==> config.mk <==
export PLATFORM = sky130hd
export DESIGN_NAME = lcs_cluster
export DESIGN_NICKNAME = d
export VERILOG_FILES = /design/src/lcs_cell.v /design/src/lcs_reg.v /design/src/lcs_cluster.v
export VERILOG_INCLUDE_DIRS = /design/src
export SDC_FILE = /design/constraint.sdc
export NUM_CORES = 1
export LEC_CHECK = 0
export ABC_CLOCK_PERIOD_IN_PS = 18590
export CORE_AREA = 2 2 127 129
export CTS_CLUSTER_DIAMETER = 120
export CTS_CLUSTER_SIZE = 25
export DETAILED_ROUTE_END_ITERATION = 8
export DIE_AREA = 0 0 129 131
export DONT_BUFFER_PORTS = 1
export MAX_ROUTING_LAYER = met4
export PLACE_DENSITY = 0.52
export SYNTH_ARGS = -nofsm -noshare
export SYNTH_HDL_FRONTEND = slang
export SYNTH_SLANG_ARGS = --single-unit
==> constraint.sdc <==
create_clock -name sys_clk -period 18.59 [get_ports sys_clk]
set_input_delay 0.9295 -clock sys_clk [delete_from_list [all_inputs] [get_ports sys_clk]]
set_output_delay 0.9295 -clock sys_clk [all_outputs]
set_load 0.02 [all_outputs]
==> src/lcs_map.vh <==
// Constants shared by the logic cluster, its cells and their registers
`ifndef LCS_MAP_VH
`define LCS_MAP_VH

`define LCS_CELLS 10
`define LCS_SEG_CELLS 5
`define LCS_LUT_INPUTS 4
`define LCS_LUT_BITS 16
`define LCS_REG_CLEAR 1'b0
`define LCS_REG_PRESET 1'b1
`define LCS_MODE_ARITH 1'b1
`define LCS_ALOAD_PRESET 1'b0
`define LCS_CLR_FIRST 1'b0
`define LCS_ENA_FIRST 1'b0
`define LCS_CARRY_ZERO 1'b0
`define LCS_CARRY_ONE 1'b1

`endif

==> src/lcs_cell.v <==
// One logic cell: four-input lookup function or carry-select arithmetic slice
`default_nettype none
`include "lcs_map.vh"

module lcs_cell (
    input wire arith_mode,
    input wire op_a,
    input wire op_b,
    input wire carry_zero_assumed_in,
    input wire carry_one_assumed_in,
    input wire seg_carry_in,
    input wire [`LCS_LUT_INPUTS-1:0] lut_in,
    input wire [`LCS_LUT_BITS-1:0] lut_mask,
    output wire result,
    output wire carry_zero_out,
    output wire carry_one_out
);

    function carry_fn;
        input a;
        input b;
        input c;
        begin
            carry_fn = (a & b) | (c & (a | b));
        end
    endfunction

    wire sum_zero;
    wire sum_one;
    wire lut_out;

    // Any function of the four inputs
    assign lut_out = lut_mask[lut_in];

    // Two sums precomputed, one per assumed carry
    assign sum_zero = op_a ^ op_b ^ carry_zero_assumed_in;
    assign sum_one = op_a ^ op_b ^ carry_one_assumed_in;

    // Each incoming chain picks its own carry-out
    assign carry_zero_out = carry_fn(op_a, op_b, carry_zero_assumed_in);
    assign carry_one_out = carry_fn(op_a, op_b, carry_one_assumed_in);

    // Segment carry picks which precomputed sum is shown
    assign result = (arith_mode == `LCS_MODE_ARITH) ?
        (seg_carry_in ? sum_one : sum_zero) : lut_out;

endmodule
`default_nettype wire

==> src/lcs_reg.v <==
// Cell register with clear, preset/load, clock enable and synchronous controls
`default_nettype none
`include "lcs_map.vh"

module lcs_reg (
    input wire sys_clk,
    input wire rst_b,
    input wire chip_clear_enable,
    input wire chip_wide_clear_n,
    input wire async_clear,
    input wire async_load,
    input wire async_load_data,
    input wire clock_enable,
    input wire sync_clear,
    input wire sync_load,
    input wire sync_load_data,
    input wire d,
    output reg q_ff
);

    reg nxt_q;

    always @* begin
        nxt_q = q_ff;
        if (chip_clear_enable && !chip_wide_clear_n) begin
            nxt_q = `LCS_REG_CLEAR;
        end else if (async_clear) begin
            nxt_q = `LCS_REG_CLEAR;
        end else if (async_load) begin
            nxt_q = async_load_data;
        end else if (clock_enable) begin
            if (sync_clear) begin
                nxt_q = `LCS_REG_CLEAR;
            end else if (sync_load) begin
                nxt_q = sync_load_data;
            end else begin
                nxt_q = d;
            end
        end
    end

    always @(posedge sys_clk) begin
        if (!rst_b) begin
            q_ff <= `LCS_REG_CLEAR;
        end else begin
            q_ff <= nxt_q;
        end
    end

endmodule
`default_nettype wire

==> src/lcs_cluster.v <==
// Ten-cell logic cluster with lookup chain and two-segment carry-select arithmetic
//
// Overview of operation
// - Normal mode: four data inputs feed a four-input lookup of any function.
// - Normal mode: a cell may take the previous cell's lookup output directly.
// - Register asynchronous load value comes from the fourth data input.
// - Register packing: register and lookup serve unrelated functions separately.
// - Arithmetic: sums and carry-outs computed for assumed carry zero and one.
// - Cluster carry-in picks a chain; that chain's level picks the sum.
// - Zero-chain carry selects zero carry-out; one-chain selects one carry-out.
// - Arithmetic: registered and unregistered sum copies available together.
// - Counter enable and up/down come from the cell's data inputs.
// - Synchronous clear and load are single cluster-wide controls.
// - Cluster add/subtract select chooses addition or subtraction.
// - Add/subtract select drives carry input of a chain's first cell only.
// - Both assumed carries pass from each bit to the next higher bit, except from cell 4 to cell 5.
// - A carry chain may start at any cell of the cluster.
// - Cluster carry selection happens only after the fifth and tenth cell.
// - Final chain carry leaves the cluster registered, as cluster_carry_out_ff.
// - Chains longer than ten cells continue into the adjacent cluster.
// - Preset is an asynchronous load of one, no inverting trick.
// - Asynchronous clear wins over preset or load asserted together.
// - At most two clear controls and one preset control per cluster.
// - Enabled, asserted chip-wide clear resets every register, overriding all.
// - Subtract inverts second operand and forces carry-in one at LSB.
// - Each register picks one of two clock enables; deasserted enable holds it, yet async clear and load still act.
`default_nettype none
`include "lcs_map.vh"

module lcs_cluster #(
    parameter N = `LCS_CELLS,
    parameter SEG = `LCS_SEG_CELLS
) (
    input wire sys_clk,
    input wire rst_b,
    input wire [N-1:0] first_operand_input,
    input wire [N-1:0] second_operand_input,
    input wire [N-1:0] third_data_input,
    input wire [N-1:0] fourth_data_input,
    input wire cluster_carry_in,
    input wire cluster_add_sub,
    input wire cluster_sync_clear,
    input wire cluster_sync_load,
    input wire cluster_clock_enable_first,
    input wire cluster_clock_enable_second,
    input wire cluster_async_clear_first,
    input wire cluster_async_clear_second,
    input wire cluster_async_load,
    input wire cfg_aload_mode,
    input wire chip_clear_enable,
    input wire chip_wide_clear_n,
    input wire [`LCS_LUT_BITS*N-1:0] cfg_lut_mask,
    input wire [N-1:0] cfg_arith_mode,
    input wire [N-1:0] cfg_counter,
    input wire [N-1:0] cfg_chain_start,
    input wire [N-1:0] cfg_lut_chain,
    input wire [N-1:0] cfg_carry_to_lut,
    input wire [N-1:0] cfg_pack,
    input wire [N-1:0] cfg_clr_en,
    input wire [N-1:0] cfg_clr_sel,
    input wire [N-1:0] cfg_ena_sel,
    output wire [N-1:0] cell_reg_q,
    output reg [N-1:0] cell_comb_q_ff,
    output reg cluster_carry_out_ff
);

    function sel_carry;
        input sel;
        input c_zero;
        input c_one;
        begin
            sel_carry = sel ? c_one : c_zero;
        end
    endfunction

    wire [N-1:0] comb;
    wire [N-1:0] co_zero;
    wire [N-1:0] co_one;
    wire [N-1:0] ci_zero;
    wire [N-1:0] ci_one;
    wire [N-1:0] seg_cin;
    wire seg_hi_cin;
    wire cluster_carry_out;
    reg [N-1:0] nxt_comb_q;
    reg nxt_carry_out;

    // Second segment's carry-in is the first segment's selected carry-out
    assign seg_hi_cin = sel_carry(cluster_carry_in, co_zero[SEG-1], co_one[SEG-1]);
    // Next cluster's carry-in; chain continues vertically
    assign cluster_carry_out = sel_carry(seg_hi_cin, co_zero[N-1], co_one[N-1]);

    genvar i;
    generate
        for (i = 0; i < N; i = i + 1) begin : g_cell
            wire arith;
            wire count_en;
            wire count_up;
            wire start_carry;
            wire op_a;
            wire op_b;
            wire chain_carry;
            wire [`LCS_LUT_INPUTS-1:0] lut_in;
            wire reg_d;
            wire aload_data;
            wire clr_ctl;
            wire ena_ctl;

            assign arith = (cfg_arith_mode[i] == `LCS_MODE_ARITH);
            // Counter controls arrive on the cell's own data inputs
            assign count_en = third_data_input[i];
            assign count_up = fourth_data_input[i];

            // Carry forced into a chain's first cell only
            assign start_carry = cfg_counter[i] ? (count_en & count_up) :
                cluster_add_sub;

            assign op_a = cfg_counter[i] ? cell_reg_q[i] : first_operand_input[i];
            // Down count adds all ones; subtract adds inverted operand
            assign op_b = cfg_counter[i] ? (count_en & ~count_up) :
                (second_operand_input[i] ^ cluster_add_sub);

            if (i == 0) begin : g_first
                assign ci_zero[i] = cfg_chain_start[i] ? start_carry :
                    `LCS_CARRY_ZERO;
                assign ci_one[i] = cfg_chain_start[i] ? start_carry :
                    `LCS_CARRY_ONE;
                assign seg_cin[i] = cluster_carry_in;
            end else if (i == SEG) begin : g_seg
                // Chains restart so only the selection point is on the long path
                assign ci_zero[i] = cfg_chain_start[i] ? start_carry :
                    `LCS_CARRY_ZERO;
                assign ci_one[i] = cfg_chain_start[i] ? start_carry :
                    `LCS_CARRY_ONE;
                assign seg_cin[i] = seg_hi_cin;
            end else begin : g_mid
                assign ci_zero[i] = cfg_chain_start[i] ? start_carry :
                    co_zero[i-1];
                assign ci_one[i] = cfg_chain_start[i] ? start_carry :
                    co_one[i-1];
                assign seg_cin[i] = seg_cin[i-1];
            end

            // Selected carry seen by this cell, usable by a normal-mode cell
            assign chain_carry = sel_carry(seg_cin[i], ci_zero[i], ci_one[i]);

            if (i == 0) begin : g_lut0
                assign lut_in = {cfg_carry_to_lut[i] ? chain_carry : fourth_data_input[i],
                    third_data_input[i], second_operand_input[i],
                    first_operand_input[i]};
            end else begin : g_lutn
                // Lookup chain replaces the third input with the cell above
                assign lut_in = {cfg_carry_to_lut[i] ? chain_carry : fourth_data_input[i],
                    cfg_lut_chain[i] ? comb[i-1] : third_data_input[i],
                    second_operand_input[i], first_operand_input[i]};
            end

            lcs_cell u_cell (
                .arith_mode(cfg_arith_mode[i]),
                .op_a(op_a),
                .op_b(op_b),
                .carry_zero_assumed_in(ci_zero[i]),
                .carry_one_assumed_in(ci_one[i]),
                .seg_carry_in(seg_cin[i]),
                .lut_in(lut_in),
                .lut_mask(cfg_lut_mask[`LCS_LUT_BITS*i +: `LCS_LUT_BITS]),
                .result(comb[i]),
                .carry_zero_out(co_zero[i]),
                .carry_one_out(co_one[i])
            );

            // Packed register takes a direct input while lookup output goes out apart
            assign reg_d = (!arith && cfg_pack[i]) ? fourth_data_input[i] : comb[i];
            // Preset is a load of one; otherwise load the fourth data input
            assign aload_data = (cfg_aload_mode == `LCS_ALOAD_PRESET) ?
                `LCS_REG_PRESET : fourth_data_input[i];
            // Only two clears and one preset/load exist per cluster
            assign clr_ctl = cfg_clr_en[i] & ((cfg_clr_sel[i] == `LCS_CLR_FIRST) ?
                cluster_async_clear_first : cluster_async_clear_second);
            assign ena_ctl = (cfg_ena_sel[i] == `LCS_ENA_FIRST) ?
                cluster_clock_enable_first : cluster_clock_enable_second;

            lcs_reg u_reg (
                .sys_clk(sys_clk),
                .rst_b(rst_b),
                .chip_clear_enable(chip_clear_enable),
                .chip_wide_clear_n(chip_wide_clear_n),
                .async_clear(clr_ctl),
                .async_load(cluster_async_load),
                .async_load_data(aload_data),
                .clock_enable(ena_ctl),
                .sync_clear(cluster_sync_clear),
                .sync_load(cluster_sync_load),
                .sync_load_data(third_data_input[i]),
                .d(reg_d),
                .q_ff(cell_reg_q[i])
            );
        end
    endgenerate

    // Unregistered copies retimed so every top output is a flop; not gated by enable
    always @* begin
        nxt_comb_q = comb;
        nxt_carry_out = cluster_carry_out;
        if (chip_clear_enable && !chip_wide_clear_n) begin
            nxt_comb_q = {N{`LCS_REG_CLEAR}};
            nxt_carry_out = `LCS_REG_CLEAR;
        end
    end

    always @(posedge sys_clk) begin
        if (!rst_b) begin
            cell_comb_q_ff <= {N{`LCS_REG_CLEAR}};
            cluster_carry_out_ff <= `LCS_REG_CLEAR;
        end else begin
            cell_comb_q_ff <= nxt_comb_q;
            cluster_carry_out_ff <= nxt_carry_out;
        end
    end

endmodule
`default_nettype wire

==> qor.yml, run 1 <==
logic_synthesis:
  syn-cell-area_sq_um: 4815
  yosysWarnings: 0
  synth.distinct_cells: 78
  syn-num-nets: 888
  ys_seq_area_frac: 0.08732
  synthArstFlopShare: 0
  ys_ff_latch: 21
  synth-edff-count: 0
  syn_inst: 566
  synthFlopType: "dfxtp_1"
  synth.avg_cell_area_sq_um: 8.506
placed_design:
  post-dp-hpwl_microns: 14040
  portBuffers: 0
  place_congestion: 0.8215
  dpl_cell_area_sq_um: 4916
routing:
  wl_microns: 17080
  first_pass_iters: 4
  vias: 4525
  drt_iter0_markers: 178
  routedWlPerCell_microns: 22.68
  drtAntennaViolNets: 0
  via_per_inst: 6.009
  drc: 0
worst_setup_path:
  cpMostUsedCell: "a21oi_1"
  startpoint_type: "primary input"
  r2r.worst_path.cells: 24
  critPathKind: "primary input to flip-flop"
  reg2reg_from: "g_cell[0].u_reg.q_ff"
  crit-reg2reg-capture: "g_cell[9].u_reg.q_ff"
  worstPathRequired_ns: 18.75
  cp_cell_sequence: "xnor2_1 -> o21ai_0 -> ha_1 -> o311a_1 -> o21ai_1 -> a21oi_1 -> nor3_1 -> a21oi_1 -> fa_1 -> nor2_1 -> a311oi_1 -> o31ai_1 -> nor2_1 -> nor3_1 -> a21oi_1 -> mux2i_1 -> mux2_2 -> or4b_2 -> a21o_1 -> and3_1 -> a211oi_2 -> o22ai_2 -> mux2i_1 -> o31a_1"
  r2r_setup_slack_ns: 12.14
  slowest_stage: "or4b_2"
  worst_path_largest_cell_delay_ns: 0.63
  crit_arrival_ns: 6.88
  critPathCaptureType: "flip-flop"
  path_max_fanout: 5
timing:
  max_freq_mhz: 148.8
  maxSlewHeadroom: 0.5132
  hold_violations: 0
  hold_ws_ns: 0.6766
  fin_skew_ns: 0.005817
  rsz0062_at_grt: "false"
  setup_viol: 0
  tightest_slew_ns: 0.7210
  tns_ns: 0
  drv_slew: 0
  min_period_over_period: 0.3615
  layout_min_cycle_time_ns: 6.721
global_route:
  grt_util_all_layers: 0.1926
  antenna_found_initial: 0
  overflow: 0
  met2_usage: 0.3458
  grt_pass1_wl_microns: 24660
  grtUsageMet1: 0.2195
  busiest_layer: "met2"
  use_met3: 0.04805
  grt_pass1_vias: 4725
  grt_start_max_net_pins: 23
clocking:
  hold_buffers: 0
  htreeDepth: 1
  cts.sinks: 21
  cts_buffer_depth: 2
  path_clk_slew_ns: 0.08
  clock_latency_ns: 0.27
  cts_made_buffers: 3
  cts-root-buf: "clkbuf_16"
  postCtsSetupBuffers: 0
  ctsResizeCount: 0
  cts_tree: "built"
layout:
  multiInputGateArea_sq_um: 4068
  antenna_cells: 0
  register_area_sq_um: 420.4
  syn_to_final_growth_pct: 3.768
  drive_above_1_share: 0.1825
  final_nets: 860
  n_fill_cell: 1678
  stdcell_area_sq_um: 4996
power_and_ir_drop:
  p_leak_nw: 1.900
  power.density_nw_per_um2: 47.47
  peakVddDrop_uv: 33.65
die:
  rows: 46
  io_pins: 325
  die_w_microns: 129
  die_area_sq_um: 16900
  start_util: 0.3087
  core_area_sq_um: 15600
  die_h_microns: 131
worst_hold_path:
  min_path_type: "flip-flop to flip-flop"
  hold_depth: 2
  hp-start: "g_cell[7].u_reg.q_ff"
  min_to: "g_cell[7].u_reg.q_ff"
job:
  maxCapViolations: 0
outcome:
  status: "finished clean"
-- logic make-up (layout without fill, tap and decap cells) --
| logic type | Yosys count | after routing | share of synthesized area |
|---|---|---|---|
| muxes | 114 | 114 | 0.3617 |
| adders and majority gates | 18 | 18 | 0.04990 |
| xor gates and xnor gates | 16 | 16 | 0.02911 |
| buffers and inverters | 74 | 45 | 0.06861 |
| DFF | 21 | 21 | 0.08732 |
| AOI/OAI and AO/OA | 146 | 146 | 0.2178 |
| and+or+nand+nor | 177 | 177 | 0.1856 |
-- registers in the layout, summed over array words and instances (netlist names) --
signal / flops
cell_comb_q_ff: 10
cluster_carry_out_ff: 1
g_cell.u_reg.q_ff: 10
-- worst max-delay path: cells and delay by family --
| family | cells | cell delay, ns |
|---|---|---|
| AND/OR/NAND/NOR | 6 | 1.43 |
| multiplexers | 3 | 0.76 |
| XOR/XNOR | 1 | 0.14 |
| AO/OA/AOI/OAI | 12 | 2.84 |
| adder cells (fa/ha/maj) | 2 | 0.77 |
-- final cells by class --
cell class	instances	share of cell area
Clock buffer	3	0.01503
Clock inverter	1	0.001002
Inverter	40	0.03005
Multi-Input combinational cell	471	0.8142
Sequential cell	21	0.08415
Tap cell	216	0.05409
Timing Repair Buffer	1	0.001503
-- synth_stat cells (all sizes together), types with 9 or more instances --
master | instances | area (sq um)
buf | 17 | 116.4
nor3 | 14 | 70.07
xnor2 | 12 | 105.1
nor2 | 50 | 190.2
a31oi | 10 | 62.56
nand2 | 31 | 116.4
mux2 | 25 | 289.0
a21oi | 31 | 155.2
inv | 40 | 150.1
clkbuf | 17 | 63.81
nand3 | 31 | 165.2
mux4 | 44 | 998.5
o21ai | 43 | 219.0
ha | 16 | 200.2
dfxtp | 21 | 420.4
nand2b | 16 | 107.6
mux2i | 45 | 454.2
a211oi | 9 | 72.57
nor2b | 14 | 87.58
-- per-stage QoR --
stage,utilization,std cells,total power [mW],setup slack [ns]
2_1_floorplan,-,566,0.1714,11.84
3_3_place_gp,0.3152,749,0.1820,11.61
3_5_place_dp,0.3152,749,0.1846,11.57
4_1_cts,0.3203,753,0.2408,11.84
5_1_grt,0.3203,753,0.2548,11.49
6_report,0.3203,753,0.2371,11.87
-- metal layers --
layer,share of wire,vias to the layer above
met5,0,-
met4,0.017,0
met3,0.084,22
met2,0.52,227
met1,0.38,2180
li1,-,2096
-- worst max path at each step --
stage	cells after the start	from	to	slack [ns]
after global routing	24	second_operand_input[0]	g_cell[9].u_reg.q_ff	11.49
after floorplan	26	cluster_add_sub	g_cell[9].u_reg.q_ff	11.84
after global placement	24	second_operand_input[0]	g_cell[9].u_reg.q_ff	11.61
after CTS	24	second_operand_input[0]	g_cell[9].u_reg.q_ff	11.84
final	24	second_operand_input[0]	g_cell[9].u_reg.q_ff	11.87
after detailed placement	24	second_operand_input[0]	g_cell[9].u_reg.q_ff	11.57
-- power by group --
part / switching [mW] / internal (mW) / total, mW / leakage [nW]
combinational: 0.0589 / 0.0664 / 0.125 / 1.69
sequential: 0.00884 / 0.0497 / 0.0585 / 0.173
clock: 0.0241 / 0.0292 / 0.0533 / 0.0409
-- layout by cell type (no fill, tap or decap), drive strengths merged, types with 3 or more instances in the layout --
cell type,n
a311oi,7
o311ai,4
a21oi,31
nand2,31
clkbuf,3
nor2b,14
ha,16
o31ai,6
a31oi,10
o21ai,43
mux2,25
nor2,50
nand3b,5
mux4,44
and2,3
nand3,31
a31o,3
mux2i,45
and3,4
dfxtp,21
xor2,4
inv,40
nor3,14
xnor2,12
a211oi,9
o22ai,3
a221oi,5
nand2b,16
o21a,4
Note: power is estimated with default switching activity, not from simulation.
==> run 2: changes to the inputs <==
--- a/config.mk
+++ b/config.mk
@@ -6,7 +6,7 @@
 export SDC_FILE = /design/constraint.sdc
 export NUM_CORES = 1
 export LEC_CHECK = 0
-export ABC_CLOCK_PERIOD_IN_PS = 18590
+export ABC_CLOCK_PERIOD_IN_PS = 6000
 export CORE_AREA = 2 2 127 129
 export CTS_CLUSTER_DIAMETER = 120
 export CTS_CLUSTER_SIZE = 25
@@ -14,7 +14,7 @@
 export DIE_AREA = 0 0 129 131
 export DONT_BUFFER_PORTS = 1
 export MAX_ROUTING_LAYER = met4
-export PLACE_DENSITY = 0.52
+export PLACE_DENSITY = 0.53
 export SYNTH_ARGS = -nofsm -noshare
 export SYNTH_HDL_FRONTEND = slang
 export SYNTH_SLANG_ARGS = --single-unit
==> constraint.sdc (replaced) <==
create_clock -name sys_clk -period 6 [get_ports sys_clk]
set_input_delay 0.3 -clock sys_clk [delete_from_list [all_inputs] [get_ports sys_clk]]
set_output_delay 0.3 -clock sys_clk [all_outputs]
set_load 0.02 [all_outputs]
==> run 2 against run 1 <==
Effect of this change: sequential share of layout area down 0.17 points; sequential power rose to 3.1 times the previous value; critical endpoint unchanged; clock power rose to 3.0 times the previous value; final cell count up 1.5%; worst setup slack worse by 12 ns; critical path depth unchanged.
==> qor.yml, run 2 (synthesized netlist as in run 1, its figures left out) <==
outcome:
  status: "finished clean"
layout:
  multiInputGateArea_sq_um: 4089
  final_nets: 871
  antenna_cells: 0
  fin_cells: 764
  register_area_sq_um: 420.4
  n_fill_cell: 1646
  syn_to_final_growth_pct: 5.899
  final_cell_mix: "49 x nor2_1, 44 x mux2i_1, 42 x mux4_2, 40 x inv_1, 33 x o21ai_0"
  final_common_cell: "nor2_1"
  reg_top3: "cell_comb_q_ff: 10 flops, g_cell.u_reg.q_ff: 10 flops, cluster_carry_out_ff: 1 flops"
  drive_above_1_share: 0.2026
timing:
  tns_ns: 0
  drv_slew: 0
  min_period_over_period: 0.9501
  layout_min_cycle_time_ns: 5.701
  hold_violations: 0
  max_freq_mhz: 175.4
  setup_viol: 0
  hold_ws_ns: 0.1303
  tightest_slew_ns: 0.6029
  rsz0062_at_grt: "false"
  maxSlewHeadroom: 0.5930
  fin_skew_ns: 0.005648
job:
  maxCapViolations: 0
global_route:
  grt_util_all_layers: 0.1883
  grt_pass1_wl_microns: 23940
  grt_start_max_net_pins: 23
  grt_pass1_vias: 4571
  overflow: 0
  antenna_found_initial: 0
worst_hold_path:
  min_path_type: "primary input to flip-flop"
power_and_ir_drop:
  seqPwrFrac: 0.241
  p_leak_nw: 1.957
  p_int_mw: 0.4609
  power.density_nw_per_um2: 146.1
  peakVddDrop_uv: 87.94
  combPwrFrac: 0.543
  switching_share: 0.3814
  p_clk_frac: 0.216
  power_switching_mw: 0.2842
  fin_total_pwr_mw: 0.7450
clocking:
  postCtsSetupBuffers: 0
  ctsResizeCount: 0
  cts-root-buf: "clkbuf_16"
  cts_made_buffers: 3
  htreeDepth: 1
  cts_buffer_depth: 2
  clock_latency_ns: 0.27
  cts_tree: "built"
  cts.sinks: 21
  hold_buffers: 0
  path_clk_slew_ns: 0.07
die:
  core_area_sq_um: 15600
  die_h_microns: 131
  start_util: 0.3087
  io_pins: 325
  die_w_microns: 129
  die_area_sq_um: 16900
  rows: 46
routing:
  drc: 0
  vias: 4570
  first_pass_iters: 4
  routedWlPerCell_microns: 21.91
  via_per_inst: 5.982
  drtAntennaViolNets: 0
  drt_iter0_markers: 159
  wl_microns: 16740
placed_design:
  place_inst: 760
  post-dp-hpwl_microns: 13730
  portBuffers: 0
  place_congestion: 0.8578
worst_setup_path:
  worstPathRequired_ns: 6.15
  critPathKind: "flip-flop to flip-flop"
  startpoint_type: "flip-flop"
  path_max_fanout: 3
  crit_arrival_ns: 5.86
  critPathCaptureType: "flip-flop"
## run 2: cell types whose count changed in the layout (fill, tap and decap cells not counted), sizes merged
cell,delta
buf,+11
clkbuf,+1
clkinv,-1
## run 2: worst paths after layout
kind	start	to	slack (ns)	cells past startpoint
setup / recovery	g_cell[0].u_reg.q_ff	g_cell[9].u_reg.q_ff	0.30	24
hold / removal	cfg_arith_mode[9]	cell_comb_q_ff[9]	0.13	1
setup reg to reg	g_cell[0].u_reg.q_ff	g_cell[9].u_reg.q_ff	0.30	24
hold reg to reg	g_cell[0].u_reg.q_ff	g_cell[0].u_reg.q_ff	0.67	3
## run 2: final cells by class
class | count | area share
repair buffers | 12 | 0.01767
multi-input cells | 471 | 0.8020
flip-flops and latches | 21 | 0.08245
inverters | 40 | 0.02945
well taps | 216 | 0.05301
clock buffers | 4 | 0.01546
## run 2: metrics by stage
stage                     setup WS (ns)  cell area (sq um)    util
after floorplan                  0.1049               4816       -
after global placement          0.07950               4999  0.3205
after detailed placement        0.06103               4999  0.3205
after CTS                        0.1361               5077  0.3255
after global routing            0.01301               5099  0.3269
final                            0.2991               5099  0.3269
## run 2: power by group through the flow
stage	Clock, mW	Combinational, mW	Sequential [mW]
after floorplan	0	0.357	0.174
after global placement	0	0.391	0.183
after detailed placement	0	0.399	0.183
after CTS	0.173	0.402	0.180
after global routing	0.180	0.446	0.181
final	0.161	0.405	0.179
## run 2: worst max-delay path: stages, from the launching register on
cell and delay (ns):
dfxtp_1 0.31, mux2i_1 0.18, inv_1 0.07, ha_1 0.20
o311a_1 0.40, o21ai_2 0.19, a21oi_1 0.12, nor3_1 0.15
a21oi_1 0.09, fa_1 0.48, nor2_1 0.16, a311oi_1 0.09
o31ai_2 0.27, nor2_1 0.08, nor3_2 0.13, a21oi_1 0.09
mux2i_1 0.22, mux2_2 0.38, or4b_2 0.63, a21o_1 0.23
and3_1 0.23, a211oi_4 0.33, o22ai_2 0.16, mux2i_1 0.15
o31a_1 0.25
## run 2: per-layer routing
layer | share of wire | vias up | track usage
li1 | - | 2116 | -
met1 | 0.40 | 2190 | 0.2266
met2 | 0.51 | 239 | 0.3290
met3 | 0.082 | 25 | 0.04031
met4 | 0.016 | 0 | 0.03325
met5 | 0 | - | -
==> run 3: changes to the inputs <==
--- a/config.mk
+++ b/config.mk
@@ -6,7 +6,7 @@
 export SDC_FILE = /design/constraint.sdc
 export NUM_CORES = 1
 export LEC_CHECK = 0
-export ABC_CLOCK_PERIOD_IN_PS = 6000
+export ABC_CLOCK_PERIOD_IN_PS = 6810
 export CORE_AREA = 2 2 127 129
 export CTS_CLUSTER_DIAMETER = 120
 export CTS_CLUSTER_SIZE = 25
@@ -14,7 +14,7 @@
 export DIE_AREA = 0 0 129 131
 export DONT_BUFFER_PORTS = 1
 export MAX_ROUTING_LAYER = met4
-export PLACE_DENSITY = 0.53
+export PLACE_DENSITY = 0.52
 export SYNTH_ARGS = -nofsm -noshare
 export SYNTH_HDL_FRONTEND = slang
 export SYNTH_SLANG_ARGS = --single-unit
==> constraint.sdc (replaced) <==
create_clock -name sys_clk -period 6.81 [get_ports sys_clk]
set_input_delay 0.3405 -clock sys_clk [delete_from_list [all_inputs] [get_ports sys_clk]]
set_output_delay 0.3405 -clock sys_clk [all_outputs]
set_load 0.02 [all_outputs]
==> run 3 against run 2 <==
Effect of this change: routed wire length is 0.42% higher; final cell count fell by 1.4%; die area is the same; largest cell class unchanged.
==> qor.yml, run 3 (synthesized netlist as in run 1, its figures left out) <==
outcome:
  status: "finished clean"
timing:
  tns_ns: 0
  min_period_over_period: 0.9320
  setup_viol: 0
  setup_ws_ns: 0.4628
  drv_slew: 0
  maxSlewHeadroom: 0.5492
  layout_min_cycle_time_ns: 6.347
  tightest_slew_ns: 0.6657
  hold_ws_ns: 0.1700
  fin_skew_ns: 0.006599
  rsz0062_at_grt: "false"
  hold_violations: 0
  max_freq_mhz: 157.5
worst_setup_path:
  r2r_setup_slack_ns: 0.46
  critPathKind: "flip-flop to flip-flop"
  startpoint_type: "flip-flop"
  crit-reg2reg-capture: "g_cell[9].u_reg.q_ff"
  r2r.worst_path.cells: 24
  path_max_fanout: 5
  critPathCaptureType: "flip-flop"
  reg2reg_from: "g_cell[0].u_reg.q_ff"
  crit_arrival_ns: 6.51
  critPathLaunch: "g_cell[0].u_reg.q_ff"
  worstPathRequired_ns: 6.97
clocking:
  clock_latency_ns: 0.27
  path_clk_slew_ns: 0.07
  htreeDepth: 1
  hold_buffers: 0
  cts-root-buf: "clkbuf_16"
  cts_tree: "built"
  cts.sinks: 21
  cts_made_buffers: 3
  cts_buffer_depth: 2
placed_design:
  place_inst: 749
  portBuffers: 0
  place_congestion: 0.8268
  dpl_cell_area_sq_um: 4916
  detailedPlace.worstSlack_ns: 0.3846
  post-dp-hpwl_microns: 13830
power_and_ir_drop:
  p_clk_frac: 0.223
  fin_total_pwr_mw: 0.6483
  power_switching_mw: 0.2514
  combPwrFrac: 0.530
  p_int_mw: 0.3969
  p_leak_nw: 1.901
  switching_share: 0.3877
  peakVddDrop_uv: 97.28
  seqPwrFrac: 0.247
  power.density_nw_per_um2: 129.6
routing:
  drtAntennaViolNets: 0
  vias: 4498
  drt_iter0_markers: 198
  wl_microns: 16810
  routedWlPerCell_microns: 22.33
  drc: 0
  first_pass_iters: 4
  via_per_inst: 5.973
die:
  die_w_microns: 129
  core_area_sq_um: 15600
  die_area_sq_um: 16900
  io_pins: 325
  die_h_microns: 131
  rows: 46
  start_util: 0.3087
worst_hold_path:
  min_to: "cell_comb_q_ff[9]"
  hp-start: "cfg_arith_mode[9]"
  min_path_type: "primary input to flip-flop"
  hold_depth: 1
layout:
  syn_to_final_growth_pct: 3.872
  antenna_cells: 0
  final_common_cell: "nor2_1"
  stdcell_area_sq_um: 5001
  utilization: 0.3206
  reg_top3: "cell_comb_q_ff: 10 flops, g_cell.u_reg.q_ff: 10 flops, cluster_carry_out_ff: 1 flops"
  final_cell_mix: "49 x nor2_1, 44 x mux2i_1, 42 x mux4_2, 40 x inv_1, 34 x o21ai_0"
  drive_above_1_share: 0.1844
  final_nets: 860
  fin_cells: 753
global_route:
  grt_start_max_net_pins: 23
  grt_util_all_layers: 0.1891
  grt_pass1_vias: 4571
  antenna_found_initial: 0
  grt_pass1_wl_microns: 24090
  overflow: 0
job:
  maxCapViolations: 0
-- run 3: worst max path at each step --
stage	slack, ns	end	depth (start not counted)
after detailed placement	0.38	g_cell[9].u_reg.q_ff	24
after CTS	0.36	g_cell[9].u_reg.q_ff	24
after global routing	0.05	g_cell[9].u_reg.q_ff	24
after floorplan	0.65	g_cell[9].u_reg.q_ff	26
final	0.46	g_cell[9].u_reg.q_ff	24
after global placement	0.47	g_cell[9].u_reg.q_ff	24
-- run 3: per-layer routing --
metal	vias up	wire, microns	part of all wire	GRT usage
met2	231	8610	0.51	0.3327
met4	0	260	0.015	0.03453
met3	21	1429	0.085	0.05090
met5	-	0	0	-
met1	2152	6512	0.39	0.2190
li1	2094	-	-	-
-- run 3: cell type report --
class / count / area (sq um)
sequential: 21 / 420.4
fill: 1642 / 10600
inverter: 40 / 150.1
clock inverter: 1 / 5.005
multi-input combinational: 471 / 4073
tap: 216 / 270.3
timing repair buffer: 1 / 7.507
clock buffer: 3 / 75.07
-- run 3: timing repair --
action,in CTS,in global routing
endpoints found under the setup margin,0,2
setup buffers,0,0
resized for setup,0,1
-- run 3: power by group through the flow --
stage,Combinational [mW],Sequential (mW),Clock (mW)
floorplan,0.314,0.154,0
global route,0.381,0.161,0.157
detailed placement,0.342,0.163,0
CTS,0.344,0.160,0.156
finish,0.344,0.160,0.145
global placement,0.335,0.163,0
-- run 3: worst max-delay path, cell delays in order (launching register included) --
cell	delay, ns
dfxtp_1	0.40
mux2i_1	0.22
inv_1	0.07
ha_1	0.24
o311a_1	0.45
o21ai_1	0.37
a21oi_1	0.19
nor3_1	0.16
a21oi_1	0.09
fa_1	0.46
nor2_1	0.16
a311oi_1	0.09
o31ai_2	0.34
nor2_1	0.09
nor3_1	0.15
a21oi_1	0.11
mux2i_1	0.22
mux2_2	0.39
or4b_2	0.63
a21o_1	0.24
and3_1	0.21
a211oi_2	0.36
o22ai_2	0.18
mux2i_1	0.15
o31a_1	0.25
